===== config.mk =====
export PLATFORM = sky130hd
export DESIGN_NAME = ecp_top
export DESIGN_NICKNAME = d
export VERILOG_FILES = /design/src/ecp_pkg.sv /design/src/ecp_top.sv /design/src/ecp_dly.sv /design/src/ecp_pin.sv
export VERILOG_INCLUDE_DIRS = /design/src
export SDC_FILE = /design/constraint.sdc
export NUM_CORES = 1
export LEC_CHECK = 0
export CAP_MARGIN = 25
export CORE_MARGIN = 8
export CORE_UTILIZATION = 30
export CTS_CLUSTER_SIZE = 14
export DETAILED_ROUTE_END_ITERATION = 8
export DONT_BUFFER_PORTS = 1
export GPL_ROUTABILITY_DRIVEN = 0
export PLACE_DENSITY_LB_ADDON = 0.25
export SKIP_LAST_GASP = 1
export SYNTH_ARGS = -nofsm -noshare
export SYNTH_HDL_FRONTEND = slang
export SYNTH_HIERARCHICAL = 1
export SYNTH_SLANG_ARGS = --single-unit

===== constraint.sdc =====
create_clock -name clk_sys_i -period 2.3 [get_ports clk_sys_i]
set_input_delay 0.46 -clock clk_sys_i [delete_from_list [all_inputs] [get_ports clk_sys_i]]
set_output_delay 0.46 -clock clk_sys_i [all_outputs]
set_load 0.1 [all_outputs]

===== src/ecp_params.svh =====
`ifndef ECP_PARAMS_SVH
`define ECP_PARAMS_SVH

// register offsets on the plain register port
`define ECP_OFS_CTRL      3'h0
`define ECP_OFS_CMP_LO    3'h1
`define ECP_OFS_CMP_HI    3'h2
`define ECP_OFS_TSEL      3'h3
`define ECP_OFS_DELAY     3'h4
`define ECP_OFS_STEER     3'h5
`define ECP_OFS_STATUS    3'h6

// field positions
`define ECP_CTRL_MODE_MSB 3
`define ECP_CTRL_CFG_LSB  6
`define ECP_DEL_RSEN_BIT  7
`define ECP_STAT_IRQ_BIT  0
`define ECP_STAT_SHUT_BIT 1
`define ECP_STAT_CMP_BIT  2

// mode select field codes
`define ECP_MODE_OFF      4'h0
`define ECP_MODE_TOGGLE   4'h2
`define ECP_MODE_SET_HI   4'h8
`define ECP_MODE_SET_LO   4'h9
`define ECP_MODE_SW_IRQ   4'ha
`define ECP_MODE_SPECIAL  4'hb
`define ECP_MODE_PWM_HI   2'h3
`define ECP_CFG_SINGLE    2'h0

// reset values
`define ECP_RST_BYTE      8'h00
`define ECP_RST_WORD      16'h0000
`define ECP_RST_STEER     4'h1

// one delay step is one system clock (the instruction clock)
`define ECP_DLY_STEP_CYC  1

`endif


===== src/ecp_pkg.sv =====
`default_nettype none
package ecp_pkg;

  // register port request, one cycle per access
  typedef struct packed {
    logic       wr;
    logic       rd;
    logic [2:0] addr;
    logic [7:0] wdata;
  } ecp_req_t;

  // state of the dead-band delay stage
  typedef struct packed {
    logic [6:0] cnt;
    logic       out;
  } ecp_dly_st_t;

  // state of one steered output pin
  typedef struct packed {
    logic pin;
  } ecp_pin_st_t;

  // state of the main unit
  typedef struct packed {
    logic [7:0]  ctrl;
    logic [15:0] cmpv;
    logic        tsel;
    logic [7:0]  del;
    logic [3:0]  steer;
    logic        irq;
    logic        shut;
    logic        cmp_out;
    logic        eq_prev;
    logic        trig;
    logic        rst_a;
    logic        rst_b;
    logic        adc_start;
    logic [7:0]  rdata;
  } ecp_st_t;

endpackage : ecp_pkg
`default_nettype wire


===== src/ecp_top.sv =====
`include "ecp_params.svh"
`default_nettype none
// Summary of operation
// compare 16-bit value against selected timer
// match drives, clears, toggles or keeps pin
// match sets interrupt flag one cycle later
// clearing control register forces output latch low; in the code a match in the same cycle that sets or keeps the latch wins
// mode 1010 sets flag only
// mode 1011 makes special event pulse
// special event resets selected timer pair
// special event starts enabled converter only
// software keeps timer synchronous
// software sets pin direction to output
// restart bit clears shutdown flag automatically
// delay count postpones active-going pwm edges
// steering puts pwm on any pins
// single output mode enables steering bits
// low mode bits set pin polarity
// shutdown touches only enabled pins
// toggle inverts latch once per match
module ecp_top (
  input  wire logic             clk_sys_i,
  input  wire logic             nrst_i,
  input  wire ecp_pkg::ecp_req_t reg_req_i,
  output logic [7:0]            reg_rdata_o,
  input  wire logic [15:0]      timer_a_i,
  input  wire logic [15:0]      timer_b_i,
  output logic                  timer_a_rst_o,
  output logic                  timer_b_rst_o,
  input  wire logic             adc_enabled_i,
  output logic                  adc_start_o,
  output logic                  special_trig_o,
  input  wire logic             pwm_raw_i,
  input  wire logic             shutdown_evt_i,
  output logic                  compare_output_pin_o,
  output logic [3:0]            pwm_output_pins_o,
  output logic                  match_irq_flag_o
);
  import ecp_pkg::*;

  ecp_st_t    st_q;
  ecp_st_t    st_d;
  logic [3:0] mode_select_field;
  logic [1:0] output_config_bits;
  logic       auto_restart_enable;
  logic [6:0] delay_count_field;
  logic [15:0] timer_sel;
  logic       cmp_mode;
  logic       eq_now;
  logic       match;
  logic       steer_active;
  logic       pwm_dly;
  logic       wr_ctrl;
  logic       wr_stat;

  // field views of the stored registers
  assign mode_select_field   = st_q.ctrl[`ECP_CTRL_MODE_MSB:0];
  assign output_config_bits  = st_q.ctrl[`ECP_CTRL_CFG_LSB+1:`ECP_CTRL_CFG_LSB];
  assign auto_restart_enable = st_q.del[`ECP_DEL_RSEN_BIT];
  assign delay_count_field   = st_q.del[6:0];

  // compare match detection on the selected timer pair
  assign timer_sel = st_q.tsel ? timer_b_i : timer_a_i;
  assign cmp_mode  = (mode_select_field == `ECP_MODE_TOGGLE)  ||
                     (mode_select_field == `ECP_MODE_SET_HI)  ||
                     (mode_select_field == `ECP_MODE_SET_LO)  ||
                     (mode_select_field == `ECP_MODE_SW_IRQ)  ||
                     (mode_select_field == `ECP_MODE_SPECIAL);
  assign eq_now    = (timer_sel == st_q.cmpv);
  assign match     = cmp_mode && eq_now && !st_q.eq_prev;

  // steering is live only in single output pwm mode
  assign steer_active = (mode_select_field[3:2] == `ECP_MODE_PWM_HI) &&
                        (output_config_bits == `ECP_CFG_SINGLE);

  // write decode
  assign wr_ctrl = reg_req_i.wr && (reg_req_i.addr == `ECP_OFS_CTRL);
  assign wr_stat = reg_req_i.wr && (reg_req_i.addr == `ECP_OFS_STATUS);

  // next state: register writes, compare actions, shutdown, read data
  always_comb begin
    st_d         = st_q;
    st_d.eq_prev = eq_now && cmp_mode;
    st_d.trig    = 1'b0;
    st_d.rst_a   = 1'b0;
    st_d.rst_b   = 1'b0;
    st_d.adc_start = 1'b0;

    // register writes
    if (reg_req_i.wr) begin
      unique case (reg_req_i.addr)
        `ECP_OFS_CTRL:   st_d.ctrl        = reg_req_i.wdata;
        `ECP_OFS_CMP_LO: st_d.cmpv[7:0]   = reg_req_i.wdata;
        `ECP_OFS_CMP_HI: st_d.cmpv[15:8]  = reg_req_i.wdata;
        `ECP_OFS_TSEL:   st_d.tsel        = reg_req_i.wdata[0];
        `ECP_OFS_DELAY:  st_d.del         = reg_req_i.wdata;
        `ECP_OFS_STEER:  st_d.steer       = reg_req_i.wdata[3:0];
        default: ;
      endcase
    end

    // software clears flags by writing zero to them
    if (wr_stat && !reg_req_i.wdata[`ECP_STAT_IRQ_BIT]) begin
      st_d.irq = 1'b0;
    end
    if (wr_stat && !reg_req_i.wdata[`ECP_STAT_SHUT_BIT]) begin
      st_d.shut = 1'b0;
    end

    // clearing the control register drops the output latch unless a match in the same cycle sets or keeps it
    if (wr_ctrl && (reg_req_i.wdata == `ECP_RST_BYTE)) begin
      st_d.cmp_out = 1'b0;
    end

    // compare match actions; the flag set wins over a clear
    if (match) begin
      st_d.irq = 1'b1;
      unique case (mode_select_field)
        `ECP_MODE_SET_HI:  st_d.cmp_out = 1'b1;
        `ECP_MODE_SET_LO:  st_d.cmp_out = 1'b0;
        `ECP_MODE_TOGGLE:  st_d.cmp_out = ~st_q.cmp_out;             // see R2
        `ECP_MODE_SW_IRQ:  st_d.cmp_out = st_q.cmp_out;
        `ECP_MODE_SPECIAL: begin
          st_d.trig      = 1'b1;
          st_d.rst_a     = ~st_q.tsel;
          st_d.rst_b     = st_q.tsel;
          st_d.adc_start = adc_enabled_i;
        end
        default: ;
      endcase
    end

    // shutdown: set on the event, auto clear once it ends if enabled
    if (shutdown_evt_i) begin
      st_d.shut = 1'b1;
    end else if (auto_restart_enable && st_q.shut) begin
      st_d.shut = 1'b0;
    end

    // read data stands in the cycle after the read strobe
    st_d.rdata = `ECP_RST_BYTE;
    if (reg_req_i.rd) begin
      unique case (reg_req_i.addr)
        `ECP_OFS_CTRL:   st_d.rdata = st_q.ctrl;
        `ECP_OFS_CMP_LO: st_d.rdata = st_q.cmpv[7:0];
        `ECP_OFS_CMP_HI: st_d.rdata = st_q.cmpv[15:8];
        `ECP_OFS_TSEL:   st_d.rdata = {7'h00, st_q.tsel};
        `ECP_OFS_DELAY:  st_d.rdata = st_q.del;
        `ECP_OFS_STEER:  st_d.rdata = {4'h0, st_q.steer};
        `ECP_OFS_STATUS: st_d.rdata = {5'h00, st_q.cmp_out, st_q.shut, st_q.irq};
        default:         st_d.rdata = `ECP_RST_BYTE;
      endcase
    end
  end

  // state register
  always_ff @(posedge clk_sys_i or negedge nrst_i) begin
    if (!nrst_i) begin
      st_q       <= '0;
      st_q.steer <= `ECP_RST_STEER;
    end else begin
      st_q <= st_d;
    end
  end

  // dead-band delay of the raw pwm waveform
  ecp_dly u_dly (
    .clk_sys_i (clk_sys_i),
    .nrst_i    (nrst_i),
    .pwm_i     (pwm_raw_i),
    .delay_i   (delay_count_field),
    .pwm_o     (pwm_dly)
  );

  // one steered pin per output; pins a,c follow mode bit 1, b,d bit 0
  genvar gi;
  for (gi = 0; gi < 4; gi++) begin : g_pin
    ecp_pin u_pin (
      .clk_sys_i (clk_sys_i),
      .nrst_i    (nrst_i),
      .pwm_i     (pwm_dly),
      .en_i      (steer_active && st_q.steer[gi]),                   // see R13
      .inv_i     (mode_select_field[(gi % 2 == 0) ? 1 : 0]),
      .shut_i    (st_q.shut),
      .pin_o     (pwm_output_pins_o[gi])
    );
  end

  // outputs straight from the state register
  assign reg_rdata_o          = st_q.rdata;
  assign compare_output_pin_o = st_q.cmp_out;
  assign match_irq_flag_o     = st_q.irq;
  assign special_trig_o       = st_q.trig;
  assign timer_a_rst_o        = st_q.rst_a;
  assign timer_b_rst_o        = st_q.rst_b;
  assign adc_start_o          = st_q.adc_start;
endmodule : ecp_top
`default_nettype wire


===== src/ecp_dly.sv =====
`include "ecp_params.svh"
`default_nettype none
module ecp_dly (
  input  wire logic       clk_sys_i,
  input  wire logic       nrst_i,
  input  wire logic       pwm_i,
  input  wire logic [6:0] delay_i,
  output logic            pwm_o
);
  import ecp_pkg::*;

  ecp_dly_st_t st_q;
  ecp_dly_st_t st_d;

  // falling edges pass at once, rising edges wait delay_i steps
  always_comb begin
    st_d = st_q;
    if (!pwm_i) begin
      st_d.out = 1'b0;
      st_d.cnt = 7'h00;
    end else if (!st_q.out) begin
      if (st_q.cnt == delay_i) begin
        st_d.out = 1'b1;
      end else begin
        st_d.cnt = st_q.cnt + 7'(`ECP_DLY_STEP_CYC);
      end
    end
  end

  // state register
  always_ff @(posedge clk_sys_i or negedge nrst_i) begin
    if (!nrst_i) begin
      st_q <= '0;
    end else begin
      st_q <= st_d;
    end
  end

  assign pwm_o = st_q.out;
endmodule : ecp_dly
`default_nettype wire


===== src/ecp_pin.sv =====
`default_nettype none
module ecp_pin (
  input  wire logic clk_sys_i,
  input  wire logic nrst_i,
  input  wire logic pwm_i,
  input  wire logic en_i,
  input  wire logic inv_i,
  input  wire logic shut_i,
  output logic      pin_o
);
  import ecp_pkg::*;

  ecp_pin_st_t st_q;
  ecp_pin_st_t st_d;

  // disabled pins stay low; shutdown forces the inactive level
  always_comb begin
    st_d = st_q;
    if (en_i) begin
      st_d.pin = (pwm_i & ~shut_i) ^ inv_i;                // see R15
    end else begin
      st_d.pin = 1'b0;
    end
  end

  // state register
  always_ff @(posedge clk_sys_i or negedge nrst_i) begin
    if (!nrst_i) begin
      st_q <= '0;
    end else begin
      st_q <= st_d;
    end
  end

  assign pin_o = st_q.pin;
endmodule : ecp_pin
`default_nettype wire


==> results.cfg, run 1 <==
[finish]
final_cell_count_no_fill = 475
area_growth_pct = 15.9
antenna_cells = 0
register_area_um2 = 1630
multi_input_area_um2 = 1760
nets = 378
drive_above_1_share = 0.265
fillers = 1172

[setup_path]
cp_data_arrival_time_ns = 2.33
cp-start-kind = flip-flop
worstPathCellList = buf_4, mux2i_1, xnor2_1, nor4_1, nand2_1, or2_1, nor3_2
crit_path_max_fanout = 10
crit_required_ns = 2.54
crit_type = reg2reg
slowest_stage = dfrtp_2
crit_path_end_kind = flip-flop
slowest_delay_ns = 0.46

[outcome]
outcome = finished clean

[logic_synthesis]
synth_cell_types = 42
ys_seq_area_frac = 0.464
syn_avg_cell_area_um2 = 11.3
yosys_warnings = 6
syn_inst = 312
synth_nets = 363
synth_seq_cells = 65
synth_area_um2 = 3510

[cts]
cts.sinks = 65
cts.clk_slew.worst_paths_ns = 0.05
cts_buffer_depth = 2
insertion_delay_ns = 0.32
cts_tree = done
cts_setup_buffers = 0
root_buffer = clkbuf_16
cts_made_buffers = 9
htreeDepth = 3

[timing]
rsz0062_at_grt = false
worst_slew_pin_slew_ns = 0.637
hold_slack_ns = 0.0000183
drv_slew = 0
fmax_ghz = 0.479
timing.final.hold_violations = 0
finalSetupViolCount = 0
fin_tns_setup_ns = 0
period_needed_ns = 2.09
maxSlewHeadroom = 0.573
fin_skew_ns = 0.00356
period_share = 0.907

[die]
die_area_um2 = 15400
pin_count = 68
initial_utilization = 0.307
die_w_um = 124
die_y_um = 124
design.core.area_um2 = 11400
num_rows = 39

[placement]
place_inst = 458
hpwl_mm = 6.91
port_buffers = 0

[routing]
totalWireLength_mm = 9.07
vias = 2378
dr.pass1.iters = 4
vias_per_cell = 5.01
drc = 0
wl_per_cell_um = 19.1
final_antenna_net_count = 0
drt_iter0_markers = 127

[job]
cap_violations = 0

[power]
vdd_drop_max_uv = 393
leakagePower_uw = 0.00177
p_per_area_nw_per_um2 = 888

[grt]
grt-ovfl-total = 0
grt_pass1_vias = 2454
grt_pass1_wl_mm = 14.2
grt_max_degree = 66
antenna_found_initial = 0
grt_use_total = 0.123

[min_path]
hp-class = in2async
## final timing paths
| kind | endpoint | cells after the start | slack (ns) | from |
|---|---|---|---|---|
| setup / recovery | timer_a_rst_o$_DFF_PN0_ | 7 | 0.21 | st_q[28]$_DFFE_PN0P_ |
| hold / removal | u_dly/st_q[2]$_DFFE_PN0P_ | 1 | 0.00002 | nrst_i |
| setup reg to reg | timer_a_rst_o$_DFF_PN0_ | 7 | 0.21 | st_q[28]$_DFFE_PN0P_ |
| hold reg to reg | match_irq_flag_o$_DFFE_PN0P_ | 1 | 0.46 | st_q[12]$_DFF_PN0_ |
| max in group asynchronous | st_q[16]$_DFFE_PN1P_ | 1 | 2.00 | nrst_i |
| min in group clk_sys_i | st_q[14]$_DFFE_PN0P_ | 1 | 0.24 | shutdown_evt_i |
## placed cells by master, fill, tap and decap left out, drive strengths merged, types with 2 or more instances in the layout
| cell | netlist | routed |
|---|---|---|
| a21oi | 9 | 9 |
| a31oi | 2 | 2 |
| and2 | 13 | 13 |
| buf | 10 | 23 |
| clkbuf | 9 | 14 |
| clkinv | 0 | 2 |
| dfrtp | 64 | 64 |
| inv | 3 | 3 |
| mux2 | 39 | 39 |
| mux2i | 28 | 28 |
| nand2 | 21 | 21 |
| nand2b | 7 | 7 |
| nand3 | 7 | 7 |
| nand4 | 4 | 4 |
| nand4b | 4 | 4 |
| nand4bb | 4 | 4 |
| nor2 | 11 | 11 |
| nor2b | 7 | 7 |
| nor3 | 6 | 6 |
| nor3b | 2 | 2 |
| nor4 | 6 | 6 |
| o211a | 2 | 2 |
| o211ai | 2 | 2 |
| o21ai | 15 | 15 |
| o22ai | 2 | 2 |
| xnor2 | 19 | 19 |
| xor2 | 5 | 5 |
## metrics by stage
step           power [uW]  setup WS, ns  area, um2  utilization
5_1_grt              3820        0.0515       4070        0.356
2_1_floorplan        2150         0.509       3510            -
3_3_place_gp         2280         0.226       3740        0.328
3_5_place_dp         2300         0.128       3740        0.328
6_report             3610         0.214       4070        0.356
4_1_cts              3650         0.119       4070        0.356
## area by class of cell
cell class | instances | area share
flip-flops and latches | 65 | 0.400
multi-input cells | 225 | 0.433
repair buffers | 23 | 0.0474
inverters | 3 | 0.00277
clock buffers | 14 | 0.0698
well taps | 143 | 0.0440
clock inverters | 2 | 0.00246
## sequential cells by signal, indices dropped and copies added, names as in the netlist
name / cells
delay_count_field: 7
timer_b_rst_o: 1
auto_restart_enable: 1
reg_rdata_o: 8
st_q: 25
g_pin.u_pin/pin_o: 4
mode_select_field: 4
adc_start_o: 1
match_irq_flag_o: 1
u_dly/st_q: 7
u_dly/pwm_o: 1
output_config_bits: 2
special_trig_o: 1
timer_a_rst_o: 1
compare_output_pin_o: 1
## layer usage
layer / global-route usage / part of all wire
met1: 0.148 / 0.41
met2: 0.199 / 0.50
met5: 0 / 0
met3: 0.0358 / 0.067
met4: 0.0587 / 0.023
## cell families after synthesis
logic type      count (synthesis)  synth area share
compound gates                 35            0.0602
xor+xnor                       24            0.0599
fa+ha+maj                       1           0.00356
buf+inv                        22            0.0346
flops                          65             0.464
mux                            68             0.211
simple gates                   97             0.167
## worst max-delay path: cells and delay by family, from the launching register on
kind,cells,cell delay (ns)
XOR/XNOR,1,0.08
buffers and inverters,1,0.24
AND/OR/NAND/NOR,4,0.96
flip-flops,1,0.46
multiplexers,1,0.24
## Yosys cell counts
library cell | number | area share
nor3_2 | 4 | 0.011
buf_4 | 8 | 0.017
a21oi_1 | 9 | 0.013
ha_1 | 1 | 0.0036
nand2b_1 | 7 | 0.012
a41oi_2 | 1 | 0.0046
clkbuf_1 | 9 | 0.0096
or2_1 | 1 | 0.0018
xnor2_1 | 19 | 0.047
nand3_1 | 7 | 0.010
nor4_1 | 5 | 0.0089
nor3_1 | 2 | 0.0029
dfstp_2 | 1 | 0.0075
nor2_1 | 11 | 0.012
nand4bb_1 | 4 | 0.013
o31ai_1 | 1 | 0.0021
and2b_1 | 1 | 0.0021
nor2b_1 | 7 | 0.012
mux2_2 | 39 | 0.13
and2_1 | 13 | 0.023
and4_1 | 1 | 0.0025
o21ai_0 | 9 | 0.013
dfrtp_1 | 64 | 0.46
o21ai_1 | 6 | 0.0086
nand4b_1 | 4 | 0.010
nand4_1 | 4 | 0.0071
mux4_2 | 1 | 0.0064
and3_1 | 1 | 0.0018
and3b_1 | 1 | 0.0025
nor4_2 | 1 | 0.0036
buf_6 | 1 | 0.0032
xor2_1 | 5 | 0.012
o22ai_1 | 2 | 0.0036
a31oi_1 | 2 | 0.0036
o211a_1 | 2 | 0.0057
inv_1 | 3 | 0.0032
nor3b_2 | 2 | 0.0071
nand2_1 | 21 | 0.022
buf_2 | 1 | 0.0014
a22oi_1 | 1 | 0.0021
mux2i_1 | 28 | 0.080
o211ai_1 | 2 | 0.0043
## power breakdown
part	switching (uW)	total, uW	internal [uW]
Clock	467	1310	843
Combinational	381	764	383
Sequential	214	1540	1320
Total	1060	3610	2550
## repair_timing
action / in CTS / in global routing
hold endpoints to repair: 65 / 0
endpoints found under the setup margin: 0 / 4
gates resized for setup: 0 / 1
hold buffers: 1 / 0
(Power assumes the default switching activity.)
==> inputs of run 2 (changes only) <==
Settings changed: ABC_AREA set to 1.
==> run 2 against run 1 <==
Effect of this change:
- the run now ends with hold timing left
- setup slack improved by 0.22 ns
- power increased by 6.9%
- die area increased by 8.3%
- combinational power increased by 23%
- non-clock buffer count decreased by 2
- clock power increased by 7%
- hold slack about the same
- final cell count increased by 54%
- critical path depth increased by 2
- fmax increased by 12%
==> results.cfg, run 2 <==
[cts]
cts_tree = done
root_buffer = clkbuf_16
cts_buffer_depth = 2
htreeDepth = 3
cts_made_buffers = 9
insertion_delay_ns = 0.34
cts.clk_slew.worst_paths_ns = 0.07
cts.sinks = 65

[routing]
wl_per_cell_um = 14.4
drt_iter0_markers = 189
dr.pass1.iters = 5
drc = 0
dr_wl_met3_um = 663
dr.max_layer_used = met4
final_antenna_net_count = 0
wl_met1_mm = 4.72
wl_met2_mm = 4.94
vias_per_cell = 4.69
vias = 3432
totalWireLength_mm = 10.5

[setup_path]
crit_type = reg2reg
worstRegToRegCells = 9
crit_path_max_fanout = 7
cp_data_arrival_time_ns = 2.10
crit_required_ns = 2.54
crit_path_end_kind = flip-flop
cp-start-kind = flip-flop

[grt]
grt-ovfl-total = 0
grt_max_degree = 66
grt_use_total = 0.130
grt_pass1_vias = 3389
antenna_found_initial = 0
grt_pass1_wl_mm = 16.9

[outcome]
violations = hold timing
outcome = finished, violations left

[die]
design.core.area_um2 = 12600
num_rows = 41
die_w_um = 129
initial_utilization = 0.306
die_area_um2 = 16700
pin_count = 68
die_y_um = 129

[timing]
timing.final.hold_violations = 1
maxSlewHeadroom = 0.535
worst_slew_pin_slew_ns = 0.691
fin_ws_ns = 0.432
drv_slew = 0
fin_tns_setup_ns = 0
rsz0062_at_grt = false
fmax_ghz = 0.535
fin_skew_ns = 0.0111
period_share = 0.812
finalSetupViolCount = 0
hold_slack_ns = -0.000314
period_needed_ns = 1.87

[finish]
drive_above_1_share = 0.107
regMostFlops = st_q
nets = 605
final_util = 0.351
register_area_um2 = 1630
largest_reg_flops = 25
layout_common_cells = nand2_1, inv_1, dfrtp_1
area_growth_pct = 14.8
final_common_cell = nand2_1
fillers = 1350
multi_input_area_um2 = 1750
antenna_cells = 0

[power]
p_per_area_nw_per_um2 = 874
p_clk_frac = 0.363
swShare = 0.361
power.switching_uw = 1390
vdd_drop_max_uv = 348
seq_power_share = 0.394
leakagePower_uw = 0.00229
p_comb_frac = 0.244
internal_power_uw = 2470

[logic_synthesis]
synth_area_leaders = dfrtp_1, nand2_1, inv_1
synth_common_cells = nand2_1, inv_1, dfrtp_1
synth_nets = 590
yosysMostFrequentCell = nand2_1
syn_inst = 539
syn_avg_cell_area_um2 = 7.13
yosys_warnings = 6
synth_cell_types = 38
synth_area_um2 = 3840
synthFlopType = dfrtp_1
synth_edf_count = 0
ys_async_sr_fraction = 1.00
synth.top_cell.area_share = 0.417
synth_seq_cells = 65
ys_seq_area_frac = 0.423
yosys.area.top_type = dfrtp_1

[placement]
hpwl_mm = 8.11
port_buffers = 0
pre_cts_ws_ns = 0.236

[min_path]
hp-class = in2async

[job]
cap_violations = 0
==> run 2: worst paths after layout <==
path / start / endpoint / slack [ns]
setup / recovery: mode_select_field[1]$_DFFE_PN0P_ / compare_output_pin_o$_DFFE_PN0P_ / 0.43
setup reg to reg: mode_select_field[1]$_DFFE_PN0P_ / compare_output_pin_o$_DFFE_PN0P_ / 0.43
min in group clk_sys_i: adc_enabled_i / adc_start_o$_DFF_PN0_ / 0.22
hold / removal: nrst_i / g_pin[2].u_pin/pin_o$_DFF_PN0_ / -0.0003
hold reg to reg: st_q[44]$_DFFE_PN0P_ / st_q[44]$_DFFE_PN0P_ / 0.49
max in group asynchronous: nrst_i / st_q[16]$_DFFE_PN1P_ / 2.01
==> run 2: cell type report <==
class,count,area share
tap,172,0.0488
clock buffer,9,0.0510
clock inverter,7,0.0179
timing repair buffer,21,0.0403
multi-input combinational,370,0.397
sequential,65,0.369
inverter,87,0.0757
==> run 2: metal layers <==
layer / GRT usage / up-vias
li1: - / 1745
met1: 0.160 / 1595
met2: 0.213 / 79
met3: 0.0370 / 13
met4: 0.0498 / 0
met5: 0 / -
==> run 2: power by group through the flow <==
| stage | registers [uW] | clock network [uW] | logic, uW |
|---|---|---|---|
| 2_1_floorplan | 1460 | 0 | 795 |
| 3_3_place_gp | 1530 | 0 | 902 |
| 3_5_place_dp | 1540 | 0 | 913 |
| 4_1_cts | 1520 | 1420 | 948 |
| 5_1_grt | 1540 | 1480 | 1070 |
| 6_report | 1520 | 1400 | 940 |
==> run 2: through the flow <==
stage | power (uW) | area, um2 | cells | hold slack (ns)
finish | 3860 | 4410 | 731 | -0.000314
global route | 4090 | 4410 | 731 | 0.0203
CTS | 3890 | 4410 | 731 | 0.0114
detailed placement | 2450 | 4080 | 714 | 0.167
global placement | 2430 | 4080 | 714 | 0.167
floorplan | 2250 | 3840 | 539 | 0.164
==> run 2: worst max-delay path, stage by stage, from the launching register on <==
cell and delay [ns]:
dfrtp_1 0.55, inv_1 0.14, nor2_1 0.17, o21ai_0 0.15, nor2_1 0.18, nand3_1 0.09, nor2_1 0.25, nand4_1 0.12
nand2_1 0.08, nand2_1 0.05
==> run 2: what timing repair did <==
action	CTS	global route
hold buffers	1	0
gates resized for setup	0	1
endpoints found under the setup margin	0	1
buffers inserted	0	0
hold endpoints to repair	65	0
==> run 2: cells by family (layout without fill, tap and decap cells) <==
family / Yosys count / in the layout / synth area share
xor gates and xnor gates: 4 / 4 / 0.0111
AOI/OAI and AO/OA: 79 / 79 / 0.118
buffers and inverters: 104 / 124 / 0.121
adders and majority gates: 1 / 1 / 0.00325
DFF: 65 / 65 / 0.423
and+or+nand+nor: 286 / 286 / 0.323
